==> src/spm_pkg.sv <==
/*
 * Shared constants and types of the SWR and power alarm monitor.
 * Assumes a 20 MHz system clock and a 32-bit AHB-Lite register bus.
 */
package spm_pkg;

    // Clock and timebase.
    localparam int CLK_HZ    = 20_000_000;
    localparam int TICK_MS   = 1;
    localparam int TICK_CYC  = CLK_HZ / 1000 * TICK_MS;
    localparam int MS_PER_S  = 1000;

    // Register byte offsets.
    localparam logic [7:0] OFS_CTRL   = 8'h00;
    localparam logic [7:0] OFS_FLOOR  = 8'h04;
    localparam logic [7:0] OFS_TDLY   = 8'h08;
    localparam logic [7:0] OFS_RINT   = 8'h0C;
    localparam logic [7:0] OFS_QUIET  = 8'h10;
    localparam logic [7:0] OFS_SWRT   = 8'h14;
    localparam logic [7:0] OFS_SWRW   = 8'h18;
    localparam logic [7:0] OFS_LOPWR  = 8'h1C;
    localparam logic [7:0] OFS_HIPWR  = 8'h20;
    localparam logic [7:0] OFS_COMMIT = 8'h24;
    localparam logic [7:0] OFS_STATUS = 8'h28;

    // Control register field positions.
    localparam int CTRL_EN_BIT   = 0;
    localparam int CTRL_DEV_LSB  = 1;
    localparam int CTRL_MODE_LSB = 3;

    // Legal ranges; SWR in tenths, floor in 0.1 W, powers in W, times in
    // ms, quiet interval in s. Zero means ignore for the SWR and power thresholds.
    localparam logic [6:0]  SWR_MIN   = 7'h0B;
    localparam logic [6:0]  SWR_MAX   = 7'h63;
    localparam logic [6:0]  FLOOR_MIN = 7'h01;
    localparam logic [6:0]  FLOOR_MAX = 7'h64;
    localparam logic [14:0] TIME_MIN  = 15'h0032;
    localparam logic [14:0] TIME_MAX  = 15'h7530;
    localparam logic [6:0]  QUIET_MIN = 7'h05;
    localparam logic [6:0]  QUIET_MAX = 7'h63;
    localparam logic [14:0] LO_MAX    = 15'h6B6C;
    localparam logic [14:0] HI_MAX    = 15'h7530;
    localparam logic [18:0] PWR_SCALE = 19'h0000A;

    typedef enum logic [1:0] {DEV_RELAY, DEV_SOUNDER, DEV_BOTH} spm_dev_t;
    typedef enum logic [1:0] {
        manual_reset_mode, auto_reset_mode, conditional_reset_mode
    } spm_mode_t;

    typedef struct packed {
        logic      en;
        spm_dev_t  dev;
        spm_mode_t mode;
    } spm_ctl_t;

    typedef struct packed {
        logic [6:0]  swr_power_floor;
        logic [14:0] trip_dly;
        logic [14:0] rst_int;
        logic [6:0]  quiet_interval_length;
        logic [6:0]  swr_trip;
        logic [6:0]  swr_warn;
        logic [14:0] lo_pwr;
        logic [14:0] hi_pwr;
    } spm_thr_t;

    // Reset values.
    localparam spm_ctl_t CTL_RST = '{en: 1'b0, dev: DEV_RELAY,
                                     mode: manual_reset_mode};
    localparam spm_thr_t THR_RST = '{swr_power_floor: 7'h0A,
        trip_dly: 15'h07D0, rst_int: 15'h0BB8,
        quiet_interval_length: 7'h14, swr_trip: 7'h28, swr_warn: 7'h1E,
        lo_pwr: 15'h0000, hi_pwr: 15'h0000};

    // Measurement in: SWR in tenths, power in 0.1 W.
    typedef struct packed {
        logic        valid;
        logic [6:0]  swr;
        logic [18:0] pwr;
    } spm_meas_t;

    typedef struct packed {
        logic clear_medium;
        logic snooze_long;
    } spm_btn_t;

    typedef struct packed {
        logic green;
        logic snooze;
        logic trip;
        logic warn;
        logic relay;
        logic sounder;
    } spm_ind_t;

endpackage

==> src/spm_monitor.sv <==
/*
 * SWR and power alarm monitor with an AHB-Lite register slave.
 * Assumes measurements and button events synchronous to clock, one
 * cycle per button event, and single word transfers on the bus.
 */
`timescale 1ns/1ns
module spm_monitor #(
    parameter int TICK_CYCLES = spm_pkg::TICK_CYC
) (
    // Clock and reset.
    input  wire logic               clock,
    input  wire logic               srst,
    // AHB-Lite slave.
    input  wire logic               hsel,
    input  wire logic [31:0]        haddr,
    input  wire logic [1:0]         htrans,
    input  wire logic               hwrite,
    input  wire logic [2:0]         hsize,
    input  wire logic [31:0]        hwdata,
    input  wire logic               hready,
    output logic                    hreadyout,
    output logic                    hresp,
    output logic [31:0]             hrdata,
    // Measurements and front panel.
    input  wire spm_pkg::spm_meas_t meas,
    input  wire spm_pkg::spm_btn_t  btn,
    // Indicators and alarm drives.
    output spm_pkg::spm_ind_t       ind
);

    spm_pkg::spm_ctl_t ctl_r;
    spm_pkg::spm_thr_t thr_r;
    spm_pkg::spm_thr_t stage_r;
    logic              rej_r;
    logic              dph_wr_r;
    logic [7:0]        dph_addr_r;
    logic [31:0]       hrdata_r;
    logic [31:0]       rd_val;
    logic              sel_w;
    logic [14:0]       tick_cnt_r;
    logic              tick_r;
    logic [6:0]        swr_r;
    logic [18:0]       pwr_r;
    logic [14:0]       pwr_cnt_r;
    logic [14:0]       rst_cnt_r;
    logic [6:0]        quiet_s_r;
    logic [9:0]        quiet_ms_r;
    logic              trip_r;
    logic              warn_r;
    logic              swr_ok;
    logic              swr_fault;
    logic              lo_viol;
    logic              hi_viol;
    logic              pwr_fault;
    logic              fault_now;
    logic              snooze_on;
    logic              trip_set;
    logic              auto_clr;
    logic              conditional_reset_mode_clr;
    logic              commit_w;
    logic              stage_ok;

    // Checks a staged threshold set for ranges and consistency.
    function automatic logic thr_valid(spm_pkg::spm_thr_t t);
        logic ok;
        ok = 1'b1;
        if (t.swr_trip != 7'h00 && (t.swr_trip < spm_pkg::SWR_MIN ||
                t.swr_trip > spm_pkg::SWR_MAX)) begin
            ok = 1'b0;
        end
        if (t.swr_warn != 7'h00 && (t.swr_warn < spm_pkg::SWR_MIN ||
                t.swr_warn > spm_pkg::SWR_MAX)) begin
            ok = 1'b0;
        end
        if (t.swr_power_floor < spm_pkg::FLOOR_MIN ||
                t.swr_power_floor > spm_pkg::FLOOR_MAX) begin
            ok = 1'b0;
        end
        if (t.trip_dly < spm_pkg::TIME_MIN ||
                t.trip_dly > spm_pkg::TIME_MAX) begin
            ok = 1'b0;
        end
        if (t.rst_int < spm_pkg::TIME_MIN || t.rst_int > spm_pkg::TIME_MAX) begin
            ok = 1'b0;
        end
        if (t.quiet_interval_length < spm_pkg::QUIET_MIN ||
                t.quiet_interval_length > spm_pkg::QUIET_MAX) begin
            ok = 1'b0;
        end
        if (t.lo_pwr > spm_pkg::LO_MAX) begin
            ok = 1'b0;
        end
        if (t.hi_pwr > spm_pkg::HI_MAX) begin
            ok = 1'b0;
        end
        if (t.swr_trip == 7'h00 && t.lo_pwr == 15'h0000 &&
                t.hi_pwr == 15'h0000) begin
            ok = 1'b0;
        end
        if (t.lo_pwr != 15'h0000 && t.hi_pwr != 15'h0000 &&
                t.hi_pwr <= t.lo_pwr) begin
            ok = 1'b0;
        end
        return ok;
    endfunction
    // Bus slave: zero wait states, always OKAY.
    assign hreadyout = 1'b1;
    assign hresp     = 1'b0;
    assign hrdata    = hrdata_r;
    assign sel_w     = hsel && hready && htrans[1];
    assign commit_w  = dph_wr_r && dph_addr_r == spm_pkg::OFS_COMMIT;
    assign stage_ok  = thr_valid(stage_r);

    always_ff @(posedge clock) begin
        if (srst) begin
            dph_wr_r   <= 1'b0;
            dph_addr_r <= 8'h00;
        end else if (hready) begin
            dph_wr_r   <= sel_w && hwrite;
            dph_addr_r <= haddr[7:0];
        end
    end

    always_comb begin
        rd_val = 32'h0000_0000;
        case (haddr[7:0])
            spm_pkg::OFS_CTRL:   rd_val[4:0] = {ctl_r.mode, ctl_r.dev, ctl_r.en};
            spm_pkg::OFS_FLOOR:  rd_val[6:0] = thr_r.swr_power_floor;
            spm_pkg::OFS_TDLY:   rd_val[14:0] = thr_r.trip_dly;
            spm_pkg::OFS_RINT:   rd_val[14:0] = thr_r.rst_int;
            spm_pkg::OFS_QUIET:  rd_val[6:0] = thr_r.quiet_interval_length;
            spm_pkg::OFS_SWRT:   rd_val[6:0] = thr_r.swr_trip;
            spm_pkg::OFS_SWRW:   rd_val[6:0] = thr_r.swr_warn;
            spm_pkg::OFS_LOPWR:  rd_val[14:0] = thr_r.lo_pwr;
            spm_pkg::OFS_HIPWR:  rd_val[14:0] = thr_r.hi_pwr;
            spm_pkg::OFS_STATUS: rd_val[4:0] = {ctl_r.en, rej_r, snooze_on,
                                                warn_r, trip_r};
            default:             rd_val = 32'h0000_0000;
        endcase
    end

    always_ff @(posedge clock) begin
        if (srst) begin
            hrdata_r <= 32'h0000_0000;
        end else if (sel_w && !hwrite) begin
            hrdata_r <= rd_val;
        end
    end

    // Control writes act at once; codes that name no device or mode are
    // dropped and flagged.
    always_ff @(posedge clock) begin
        if (srst) begin
            ctl_r <= spm_pkg::CTL_RST;
        end else if (dph_wr_r && dph_addr_r == spm_pkg::OFS_CTRL &&
                hwdata[spm_pkg::CTRL_DEV_LSB+:2] != 2'h3 &&
                hwdata[spm_pkg::CTRL_MODE_LSB+:2] != 2'h3) begin
            ctl_r.en   <= hwdata[spm_pkg::CTRL_EN_BIT];
            ctl_r.dev  <= spm_pkg::spm_dev_t'(hwdata[spm_pkg::CTRL_DEV_LSB+:2]);
            ctl_r.mode <= spm_pkg::spm_mode_t'(hwdata[spm_pkg::CTRL_MODE_LSB+:2]);
        end
    end

    // Threshold writes land in the staging set until committed.
    always_ff @(posedge clock) begin
        if (srst) begin
            stage_r <= spm_pkg::THR_RST;
        end else if (dph_wr_r) begin
            case (dph_addr_r)
                spm_pkg::OFS_FLOOR: stage_r.swr_power_floor <= hwdata[6:0];
                spm_pkg::OFS_TDLY:  stage_r.trip_dly <= hwdata[14:0];
                spm_pkg::OFS_RINT:  stage_r.rst_int <= hwdata[14:0];
                spm_pkg::OFS_QUIET: stage_r.quiet_interval_length <= hwdata[6:0];
                spm_pkg::OFS_SWRT:  stage_r.swr_trip <= hwdata[6:0];
                spm_pkg::OFS_SWRW:  stage_r.swr_warn <= hwdata[6:0];
                spm_pkg::OFS_LOPWR: stage_r.lo_pwr <= hwdata[14:0];
                spm_pkg::OFS_HIPWR: stage_r.hi_pwr <= hwdata[14:0];
                default:            stage_r <= stage_r;
            endcase
        end
    end

    always_ff @(posedge clock) begin
        if (srst) begin
            thr_r <= spm_pkg::THR_RST;
            rej_r <= 1'b0;
        end else if (commit_w) begin
            if (stage_ok) begin
                thr_r <= stage_r;
            end
            rej_r <= !stage_ok;
        end else if (dph_wr_r && dph_addr_r == spm_pkg::OFS_CTRL) begin
            rej_r <= hwdata[spm_pkg::CTRL_DEV_LSB+:2] == 2'h3 ||
                     hwdata[spm_pkg::CTRL_MODE_LSB+:2] == 2'h3;
        end
    end

    always_ff @(posedge clock) begin
        if (srst) begin
            tick_cnt_r <= 15'h0000;
            tick_r     <= 1'b0;
        end else if (tick_cnt_r == 15'(TICK_CYCLES - 1)) begin
            tick_cnt_r <= 15'h0000;
            tick_r     <= 1'b1;
        end else begin
            tick_cnt_r <= tick_cnt_r + 15'h0001;
            tick_r     <= 1'b0;
        end
    end

    always_ff @(posedge clock) begin
        if (srst) begin
            swr_r <= 7'h00;
            pwr_r <= 19'h00000;
        end else if (meas.valid) begin
            swr_r <= meas.swr;
            pwr_r <= meas.pwr;
        end
    end

    assign swr_ok = pwr_r >= {12'h000, thr_r.swr_power_floor};
    assign swr_fault = thr_r.swr_trip != 7'h00 && swr_ok &&
                       swr_r > thr_r.swr_trip;
    assign lo_viol = thr_r.lo_pwr != 15'h0000 &&
                     pwr_r < {4'h0, thr_r.lo_pwr} * spm_pkg::PWR_SCALE;
    assign hi_viol = thr_r.hi_pwr != 15'h0000 &&
                     pwr_r > {4'h0, thr_r.hi_pwr} * spm_pkg::PWR_SCALE;
    assign pwr_fault = (lo_viol || hi_viol) && pwr_cnt_r >= thr_r.trip_dly;
    assign fault_now = swr_fault || lo_viol || hi_viol;
    assign snooze_on = quiet_s_r != 7'h00;
    assign trip_set = ctl_r.en && !snooze_on && (swr_fault || pwr_fault);
    assign auto_clr = trip_r && ctl_r.mode == spm_pkg::auto_reset_mode &&
                      rst_cnt_r >= thr_r.rst_int;
    assign conditional_reset_mode_clr = trip_r && ctl_r.mode == spm_pkg::conditional_reset_mode &&
                      rst_cnt_r >= thr_r.rst_int && !fault_now;

    always_ff @(posedge clock) begin
        if (srst || !(lo_viol || hi_viol) || auto_clr) begin
            pwr_cnt_r <= 15'h0000;
        end else if (tick_r && pwr_cnt_r != spm_pkg::TIME_MAX) begin
            pwr_cnt_r <= pwr_cnt_r + 15'h0001;
        end
    end

    always_ff @(posedge clock) begin
        if (srst || !trip_r || ctl_r.mode == spm_pkg::manual_reset_mode) begin
            rst_cnt_r <= 15'h0000;
        end else if (tick_r && rst_cnt_r != spm_pkg::TIME_MAX) begin
            rst_cnt_r <= rst_cnt_r + 15'h0001;
        end
    end

    always_ff @(posedge clock) begin
        if (srst) begin
            quiet_s_r  <= 7'h00;
            quiet_ms_r <= 10'h000;
        end else if (btn.snooze_long) begin
            quiet_s_r  <= thr_r.quiet_interval_length;
            quiet_ms_r <= 10'h000;
        end else if (snooze_on && tick_r) begin
            if (quiet_ms_r == 10'(spm_pkg::MS_PER_S - 1)) begin
                quiet_ms_r <= 10'h000;
                quiet_s_r  <= quiet_s_r - 7'h01;
            end else begin
                quiet_ms_r <= quiet_ms_r + 10'h001;
            end
        end
    end
    // Timed clears win over a new set so that a lasting fault shows as a
    // retrip; a clear press loses to a set in the same cycle.
    always_ff @(posedge clock) begin
        if (srst) begin
            trip_r <= 1'b0;
        end else if (btn.snooze_long) begin
            trip_r <= 1'b0;
        end else if (auto_clr || conditional_reset_mode_clr) begin
            trip_r <= 1'b0;
        end else if (trip_set) begin
            trip_r <= 1'b1;
        end else if (btn.clear_medium) begin
            trip_r <= 1'b0;
        end
    end
    always_ff @(posedge clock) begin
        if (srst) begin
            warn_r <= 1'b0;
        end else begin
            warn_r <= thr_r.swr_warn != 7'h00 && swr_ok &&
                      swr_r > thr_r.swr_warn;
        end
    end
    always_comb begin
        ind.green   = ctl_r.en;
        ind.snooze  = snooze_on;
        ind.trip    = trip_r;
        ind.warn    = warn_r;
        ind.relay   = trip_r && ctl_r.dev != spm_pkg::DEV_SOUNDER;
        ind.sounder = trip_r && ctl_r.dev != spm_pkg::DEV_RELAY;
    end
endmodule

==> config.mk <==
export PLATFORM = sky130hd
export DESIGN_NAME = spm_monitor
export DESIGN_NICKNAME = d
export VERILOG_FILES = /design/src/spm_pkg.sv /design/src/spm_monitor.sv
export SDC_FILE = /design/constraint.sdc
export NUM_CORES = 1
export LEC_CHECK = 0
export BUFFER_PORTS_ARGS = -buffer_cell sky130_fd_sc_hd__buf_2
export CORE_MARGIN = 1
export CORE_UTILIZATION = 50
export CTS_CLUSTER_SIZE = 28
export DETAILED_ROUTE_END_ITERATION = 8
export MAX_ROUTING_LAYER = met4
export PLACE_DENSITY = 0.69
export SYNTH_ARGS = -nofsm -noshare
export SYNTH_HDL_FRONTEND = slang
export SYNTH_SLANG_ARGS = --single-unit
==> constraint.sdc <==
create_clock -name clock -period 6.4 [get_ports clock]
set_clock_uncertainty 0.05 [all_clocks]
set_input_delay 0.96 -clock clock [delete_from_list [all_inputs] [get_ports clock]]
set_output_delay 0.96 -clock clock [all_outputs]
set_load 0.02 [all_outputs]
# After elaboration in Yosys (flattened, before gate mapping)
# Index checks and enable logic that the tools add are counted.
op_classes:
  n_addsub: 5
  n_lt_le_gt_ge: 22
  n_mux: 22
  n_reduce_logical: 88
  eq_ne: 29
  multipliers: 2
ops:
  columns: ["operator", "n"]
  rows:
  - ["$eq A8 B5 Y1 const B", 8]
  - ["$gt A15 B15 Y1 const B", 4]
  - ["$reduce_bool A15 Y1", 4]
  - ["$pmux W5 S10", 1]
  - ["$add A15 B1 Y15 const B", 3]
  - ["$mul A15 B3 Y18 const B", 2]
  - ["$reduce_bool A7 Y1", 5]
  - ["$logic_and A1 B1 Y1", 33]
  - ["$eq A8 B4 Y1 const B", 4]
  - ["$eq A8 B6 Y1 const B", 4]
  - ["$pmux W8 S4", 1]
  - ["$ge A15 B15 Y1", 2]
  - ["$logic_not A15 Y1", 2]
  - ["$lt A15 B6 Y1 const B", 2]
  - ["$ne A15 B15 Y1 const B", 2]
  - ["$gt A7 B7 Y1 const B", 4]
  - ["$mux W7", 3]
  - ["$reduce_and A2 Y1", 10]
  - ["$ge A19 B7 Y1", 1]
  - ["$gt A19 B19 Y1", 1]
  - ["$lt A19 B19 Y1", 1]
  - ["$eq A8 B3 Y1 const B", 2]
  - ["$logic_not A8 Y1", 2]
  - ["$logic_or A1 B1 Y1", 16]
  - ["22 further kinds", 51]
word_totals:
  register_bits: 297
  elab_cells: 201
  output_inout_bits: 40

# Logic depth before layout (Yosys ltp)
# Gate-level depths: netlist of run 1.
logic_depth:
  word_depth: 15
  mapped_depth: 19
  mapped_depth_nobuf: 18

# Worst setup path after synthesis of run 1
# Ideal clock, no wire load.
synth_path:
  path_kind: "register to register"
  from: "register thr_r[2] (netlist name)"
  to: "register pwr_cnt_r[10]"
  setup_time_ns: 0.128
  stages_incl_launch_ff: 18
  arrival_time_ns: 4.263
  path_buffers: 1
  slack_ns: 1.959
  cell_sequence: "dfxtp_1 > ha_1 > ha_1 > a211oi_1 > o21bai_1 > a221o_1 > a211o_1 > a31o_2 > a21o_1 > xnor2_1 > ha_1 > nand4_1 > or2_2 > o41ai_1 > a21oi_1 > o221ai_1 > clkbuf_1 > nor2_1"
synth_between:
  elab_chain_len: 7
  word_cells_on_any_way: 8
  classes_between: "mul (1); order compare (1); reduce/logical (6)"
synth_rtl:
  columns: ["element", "line_no", "source"]
  rows:
  - ["from (decl)", "spm_monitor.sv:32", "spm_pkg::spm_thr_t thr_r;"]
  - ["from (signal assigned)", "spm_monitor.sv:185", "thr_r <= spm_pkg::THR_RST;"]
  - ["from (signal assigned)", "spm_monitor.sv:189", "thr_r <= stage_r;"]
  - ["$mul A15 B3 Y18", "spm_monitor.sv:227", "pwr_r > {4'h0, thr_r.hi_pwr} * spm_pkg::PWR_SCALE;"]
  - ["$gt A19 B19 Y1", "spm_monitor.sv:227", null]
  - ["$logic_and A1 B1 Y1 *", "spm_monitor.sv:226", "assign hi_viol = thr_r.hi_pwr != 15'h0000 &&"]
  - ["$logic_or A1 B1 Y1 *", "spm_monitor.sv:238", "if (srst || !(lo_viol || hi_viol) || auto_clr) begin"]
  - ["$logic_not A1 Y1 *", "spm_monitor.sv:238", null]
  - ["$logic_or A1 B1 Y1 * (2 in a row)", "spm_monitor.sv:238", null]
  - ["to (signal assigned)", "spm_monitor.sv:241", "pwr_cnt_r <= pwr_cnt_r + 15'h0001;"]
  - ["to (decl)", "spm_monitor.sv:44", "logic [14:0] pwr_cnt_r;"]
# Every way passes the cells marked *; elsewhere a longest branch is shown, timed or not.
# A chain may end at the register's enable or synchronous reset.

# Worst setup path in the final report of run 1
layout_path:
  from: "register thr_r[18] (netlist name)"
  to: "register pwr_cnt_r[13]"
layout_between:
  elab_chain_len: 7
  word_cells_on_any_way: 8
  classes_between: "mul (1); order compare (1); reduce/logical (6)"
layout_rtl:
  columns: ["element", "line_no", "source"]
  rows:
  - ["$mul A15 B3 Y18", "spm_monitor.sv:225", "pwr_r < {4'h0, thr_r.lo_pwr} * spm_pkg::PWR_SCALE;"]
  - ["$lt A19 B19 Y1", "spm_monitor.sv:225", null]
  - ["$logic_and A1 B1 Y1 *", "spm_monitor.sv:224", "assign lo_viol = thr_r.lo_pwr != 15'h0000 &&"]
  - ["$logic_or A1 B1 Y1 *", "spm_monitor.sv:238", null]
  - ["$logic_not A1 Y1 *", "spm_monitor.sv:238", null]
  - ["$logic_or A1 B1 Y1 * (2 in a row)", "spm_monitor.sv:238", null]
# Marked as above.

==> results of run 1 <==
-- worst max-delay path: stages (launching register included) --
cell and delay (ps):
dfxtp_1 470, ha_1 290, ha_1 250, fa_1 410, a21o_1 170, a21oi_1 230, o211ai_1 180, a21oi_1 240
o21ai_0 220, o21ai_0 250, xor2_1 100, ha_1 300, nand4_1 120, or4_1 500, o21ai_0 210, a31oi_1 210
o221ai_1 250, buf_4 250, nor2_1 70
-- power by group --
part,total [mW],internal (mW),leakage [nW],switching (mW)
logic,0.208,0.0740,4.61,0.134
clock network,2.06,1.27,0.585,0.792
registers,1.89,1.87,2.40,0.0241
total,4.16,3.21,7.60,0.950
-- layer usage --
metal,global-route usage,vias to the layer above
li1,-,7269
met4,0.126,0
met5,-,-
met2,0.444,706
met1,0.407,7312
met3,0.0463,130
-- kinds of logic (layout without fill, tap and decap cells) --
| family | Yosys count | after routing | synth area share |
|---|---|---|---|
| other | 2 | 19 | 0.000443 |
| XOR/XNOR | 72 | 72 | 0.0372 |
| AO/OA/AOI/OAI | 471 | 471 | 0.181 |
| adder cells (fa/ha/maj) | 162 | 162 | 0.120 |
| multiplexers | 97 | 97 | 0.0573 |
| AND/OR/NAND/NOR | 646 | 646 | 0.193 |
| buffers and inverters | 240 | 249 | 0.0599 |
| flip-flops | 297 | 297 | 0.351 |
-- final timing paths --
kind	start	to	slack, ps	cells past startpoint
setup / recovery	thr_r[18]	pwr_cnt_r[13]	1520	18
hold / removal	hrdata[4]	hrdata[4]	410	2
setup reg to reg	thr_r[18]	pwr_cnt_r[13]	1520	18
hold reg to reg	hrdata[4]	hrdata[4]	410	2
-- metrics by stage --
step           utilization  hold WS [ps]  worst slack (ps)
2_1_floorplan            -           380              1960
3_3_place_gp         0.522           394              1670
3_5_place_dp         0.522           396              1580
4_1_cts              0.558           403              1560
5_1_grt              0.558           416              1270
6_report             0.558           406              1520
-- flip-flops by register name (all words and copies together), names as in the netlist --
signal / flops
trip_r: 1
rej_r: 1
pwr_r: 19
dph_wr_r: 1
swr_r: 7
quiet_ms_r: 10
quiet_s_r: 7
tick_r: 1
warn_r: 1
tick_cnt_r: 15
ind: 1
stage_r: 88
pwr_cnt_r: 15
rst_cnt_r: 15
ctl_r: 4
thr_r: 88
hrdata: 15
dph_addr_r: 8
-- cell type report --
type | count | area [sq um] | share of cell area
clock inverters | 11 | 174 | 0.00932
clock buffers | 50 | 1010 | 0.0544
well taps | 448 | 561 | 0.0300
repair buffers | 91 | 494 | 0.0265
multi-input cells | 1467 | 10100 | 0.542
inverters | 97 | 364 | 0.0195
flip-flops and latches | 297 | 5950 | 0.319
-- cell usage in the layout, fill, tap and decap left out, drive strengths merged, types with 13 or more instances in the layout --
cell type  count
a21o          22
a21oi        144
a22oi         35
a31oi         35
and3          18
buf           91
clkbuf        50
conb          19
dfxtp        297
ha           160
inv           97
mux2i         97
nand2        138
nand3         54
nand4        113
nor2         186
nor3          22
nor4          49
o21ai         78
o31ai         67
or3           13
xnor2         31
xor2          41
==> metrics.txt, run 1 <==
grt ovf 0; clk buf depth 3; Port Buf Inserts between 70 and 80; H-Tree Depth 2; max-slew violation count 0; via count between 15,000 and 20,000; leak pwr 7.60 nW; Iter 0 DRT Violations around 1,500; setup TNS 0 ps; max cap viols 0; Initial DRT Pass Iterations 6; Achievable Freq ~210 MHz; CTS root buffer clkbuf_16; Fillers 3,073; Post-synth top cells 297 x dfxtp_1, 186 x nor2_1, 160 x ha_1, 144 x a21oi_1, 138 x nand2_1; Worst slew margin 0.146; vias per cell around 6.3; CTS buffer count 35; initial antenna violation count 0; largest net degree at the start of global routing 100; Clock transition at path regs roughly 60 ps; wire per inst ~21 um; # resized after CTS 0; Site Rows between 60 and 70; Hold Crit Class reg2reg; post-CTS setup buffers 0; die area around 0.035 sq mm; Die H roughly 190 um; crit start category flip-flop; Ys Warns 0; worst skew pair latency approximately 540 ps; top cells by area, synth dfxtp_1 35%, ha_1 12%, mux2i_1 5.7%; top cell type by total area after synthesis dfxtp_1; WL met1 around 23,000 um; synthesized area per cell ~8.5 sq um; Cell Count, Final, Fillers Out between 2,000 and 2,500; Power Dens Cells 223 mW/mm^2; total power after layout between 4 and 5 mW; Chip Width between 150 and 200 um; Post-Syn Area 0.0170 sq mm; Seq/Total Area, Yosys 0.351; CP endpoint kind flip-flop; vias in the first global route approximately 14,000; Mapped Cells 1,987; FF+latch count, synth just under 300; fraction of layout cells with a size suffix above 1 0.0899; Synth cell types 66; RePlAce Congestion between 0.9 and 1; Core Area approximately 0.033 sq mm; Layout Nets ~2,300; Final period util 0.762; Post-Route WL a little over 50,000 um; Req. time, crit path roughly 6800 ps; Final Cell Area between 0.015 and 0.02 sq mm; top cell type's share of synthesized area 0.351; diode count 0; first-pass GRT wire length ~80,000 um; Final setup violation count 0; initial core utilization 0.507; hold buffer count at cts 0; Hold Vio Cnt, Final 0; Layout area overhead 10.1%; Highest Signal Layer met4; dpl hpwl 36,500 um; predominant post-synthesis flop cell dfxtp_1; crit-path max FO 15; CTS tree done; Final Critical Period between 4000 and 5000 ps; # DRC 0; Post-synth EDFFs 0; DR WL met2 21,900 um; worst-margin pin slew about 1300 ps; count leader, synth dfxtp_1; IO Count between 100 and 150; RSZ-0062 raised after global routing false; # placed instances between 2,000 and 2,500; Max VDD drop ~0.18 mV; CTS Sinks ~300; FFs w/ async S/R, synth 0; Arrival @ worst endpoint around 5200 ps; Overall Global Routing Usage 0.301; number of nets still failing antenna checks after routing 0; met3 WL approximately 4600 um; crit path kind reg2reg; post-place instance area 0.0175 sq mm; status finished, final reports clean
Power figures use the tool's default switching activity.
==> run 2: changes to the inputs <==
ABC_AREA = 1   (was unset)
PLACE_DENSITY = 0.68   (was 0.69)
clock period = 4.6 ns   (was 6.4 ns; I/O delays follow)
==> run 2 against run 1 <==
Compared with the run above:
- clock power grew 34%
- critical endpoint is now pwr_cnt_r[2]
- cell area grew 3.6%
- first-iteration DRC count shrank 11%
- fmax grew 22%
==> metrics.txt, run 2 <==
status finished, final reports clean (unchanged); Core Area 0.0346 sq mm (was 0.0334 sq mm); Max VDD drop 0.280 mV (was 0.177 mV); fraction of layout cells with a size suffix above 1 0.0572 (was 0.0899); Seq/Total Area, Yosys 0.338 (was 0.351); worst skew pair latency 530 ps (was 540 ps); most frequent cells in the layout 544 x nand2_1, 357 x nor2_1, 304 x inv_1 (was 297 x dfxtp_1, 186 x nor2_1, 160 x ha_1); largest net degree at the start of global routing 119 (was 100); CTS Sinks 297 (unchanged); die area 0.0359 sq mm (was 0.0346 sq mm); top cell type's share of synthesized area 0.338 (was 0.351); # resized after CTS 0 (unchanged); Hold EP stage_r[42] (was hrdata[4]); vias per cell 5.48 (was 6.26); Initial DRT Pass Iterations 5 (was 6); Final Cell Area 0.0193 sq mm (was 0.0187 sq mm); first-pass GRT wire length 82,500 um (was 78,400 um); Chip Width 190 um (was 186 um); Site Rows 68 (was 67); Power Dens Cells 296 mW/mm^2 (was 223 mW/mm^2); CTS root buffer clkbuf_16 (unchanged); H-Tree Depth 2 (unchanged); Worst slew margin 0.310 (was 0.146); leak pwr 9.22 nW (was 7.60 nW); Mapped Cells 2,575 (was 1,987); Ys Warns 0 (unchanged); total power after layout 5.72 mW (was 4.16 mW); Final period util 0.865 (was 0.762); Layout Nets 2,879 (was 2,254); worst slack at placement 614 ps (was 1580 ps); worst reg2reg path startpoint thr_r[25] (was thr_r[18]); Hold Vio Cnt, Final 0 (unchanged); wire per inst 17.0 um (was 20.8 um); predominant post-synthesis flop cell dfxtp_1 (unchanged); Port Buf Inserts 78 (unchanged); dpl hpwl 40,100 um (was 36,500 um); Final setup violation count 0 (unchanged); via count 16,942 (was 15,417); CTS tree done (unchanged); Die H 190 um (was 186 um); RePlAce Congestion 1.02 (was 0.913); CTS buffer count 36 (was 35); Layout area overhead 9.85% (was 10.1%); hold buffer count at cts 0 (unchanged); Post-synth top cells 544 x nand2_1, 357 x nor2_1, 304 x inv_1, 297 x dfxtp_1, 220 x a21oi_1 (was 297 x dfxtp_1, 186 x nor2_1, 160 x ha_1, 144 x a21oi_1, 138 x nand2_1); initial antenna violation count 0 (unchanged); post-CTS setup buffers 0 (unchanged); FF-to-FF End pwr_cnt_r[2] (was pwr_cnt_r[13]); worst setup margin 619 ps (was 1520 ps); Hold Crit Depth 3 (was 2); Req. time, crit path 4990 ps (was 6760 ps); FFs w/ async S/R, synth 0 (unchanged); Achievable Freq 251 MHz (was 205 MHz); Final Critical Period 3980 ps (was 4880 ps); min-delay src hwdata[5] (was hrdata[4]); Synth cell types 46 (was 66); # DRC 0 (unchanged); setup TNS 0 ps (unchanged); Post-synth EDFFs 0 (unchanged); count leader, synth nand2_1 (was dfxtp_1); grt ovf 0 (unchanged); CP endpoint kind flip-flop (unchanged); Post-Route WL 52,600 um (was 51,100 um); RSZ-0062 raised after global routing false (unchanged); Hold Crit Class in2reg (was reg2reg); max-slew violation count 0 (unchanged); number of nets still failing antenna checks after routing 0 (unchanged); worst-margin pin slew 1030 ps (was 1280 ps); max cap viols 0 (unchanged); R2R depth 22 (was 18); post-place instance area 0.0182 sq mm (was 0.0175 sq mm); clk buf depth 3 (unchanged); crit path kind reg2reg (unchanged); Post-Syn Area 0.0176 sq mm (was 0.0170 sq mm); vias in the first global route 15,403 (was 14,140); crit-path max FO 15 (unchanged); top cells by area, synth dfxtp_1 34%, nand2_1 12%, ha_1 11% (was dfxtp_1 35%, ha_1 12%, mux2i_1 5.7%); Arrival @ worst endpoint 4370 ps (was 5240 ps); IO Count 143 (unchanged); Fillers 3,396 (was 3,073); Largest regs stage_r (88), thr_r (88), pwr_r (19) (unchanged); most common cell after layout, fill and taps aside nand2_1 (was dfxtp_1); Clock transition at path regs 60 ps (about the same); top cell type by total area after synthesis dfxtp_1 (unchanged); FF+latch count, synth 297 (unchanged); diode count 0 (unchanged); Final Core Density 0.558 (about the same); Iter 0 DRT Violations 1,327 (was 1,489); Overall Global Routing Usage 0.300 (was 0.301); synthesized area per cell 6.83 sq um (was 8.53 sq um); initial core utilization 0.508 (was 0.507); crit start category flip-flop (unchanged); reg2reg setup slack 620 ps (was 1520 ps)
==> run 2: cell types whose count changed after synthesis, sizes merged, moves of 76 or more <==
cell,before,now
a21oi,144,220
inv,97,304
mux2i,97,0
nand2,138,544
nor2,186,359
o21ai,78,167
==> run 2: worst max-delay path by stage <==
stage | startpoint | endpoint | slack [ps] | cells after the start
6_report | thr_r[25] | pwr_cnt_r[2] | 620 | 22
5_1_grt | thr_r[18] | pwr_cnt_r[2] | 230 | 23
4_1_cts | thr_r[25] | pwr_cnt_r[2] | 590 | 22
3_5_place_dp | thr_r[25] | pwr_cnt_r[2] | 610 | 22
3_3_place_gp | thr_r[18] | pwr_cnt_r[2] | 700 | 23
2_1_floorplan | thr_r[3] | pwr_cnt_r[5] | 1200 | 24
==> run 2: area by class of cell <==
cell class / instances / area (sq um) / share of cell area
Clock inverter: 12 / 139 / 0.00718
Multi-Input combinational cell: 1879 / 10000 / 0.519
Sequential cell: 297 / 5950 / 0.308
Clock buffer: 51 / 997 / 0.0516
Timing Repair Buffer: 91 / 488 / 0.0252
Inverter: 309 / 1160 / 0.0603
Tap cell: 455 / 569 / 0.0294
==> run 2: kinds of logic after synthesis <==
group,after synthesis,synth area share
AO/OA/AOI/OAI,479,0.147
flip-flops,297,0.338
buffers and inverters,416,0.0964
XOR/XNOR,52,0.0259
other,2,0.000427
adder cells (fa/ha/maj),162,0.116
AND/OR/NAND/NOR,1167,0.277
==> run 2: report_power, final <==
part,total [mW],switching [mW],leakage [nW],internal (mW)
clock,2.76,1.13,0.542,1.63
sequential,2.64,0.0339,2.40,2.60
combinational,0.328,0.225,6.27,0.104
total,5.72,1.39,9.22,4.34
==> run 2: per-layer routing <==
layer,wire (um),global-route usage,vias to the layer above
li1,-,-,8534
met1,24400,0.408,7732
met2,22100,0.443,566
met3,3870,0.0450,110
met4,2230,0.121,0
met5,0,-,-
==> run 2: worst max-delay path: stages (launching register included) <==
cell and delay, ps:
dfxtp_1 450, ha_1 280, ha_1 370, nand2_1 90, nor2_1 100, nand2_1 60
o211ai_1 130, nand2_1 80, a21oi_1 230, nand3_1 130, nand2_1 80, nand2_1 60
nand2_1 60, nand2_1 50, ha_1 300, nand2_1 80, o21bai_1 110, nand2_1 60
a21oi_1 140, nand4_1 210, nand2_1 130, nand2_1 350, nor3b_1 290
==> run 2: stage by stage <==
step | std cells | hold WS [ps]
4_1_cts | 3094 | 345
2_1_floorplan | 2592 | 368
3_3_place_gp | 3031 | 378
3_5_place_dp | 3031 | 390
6_report | 3094 | 352
5_1_grt | 3094 | 362
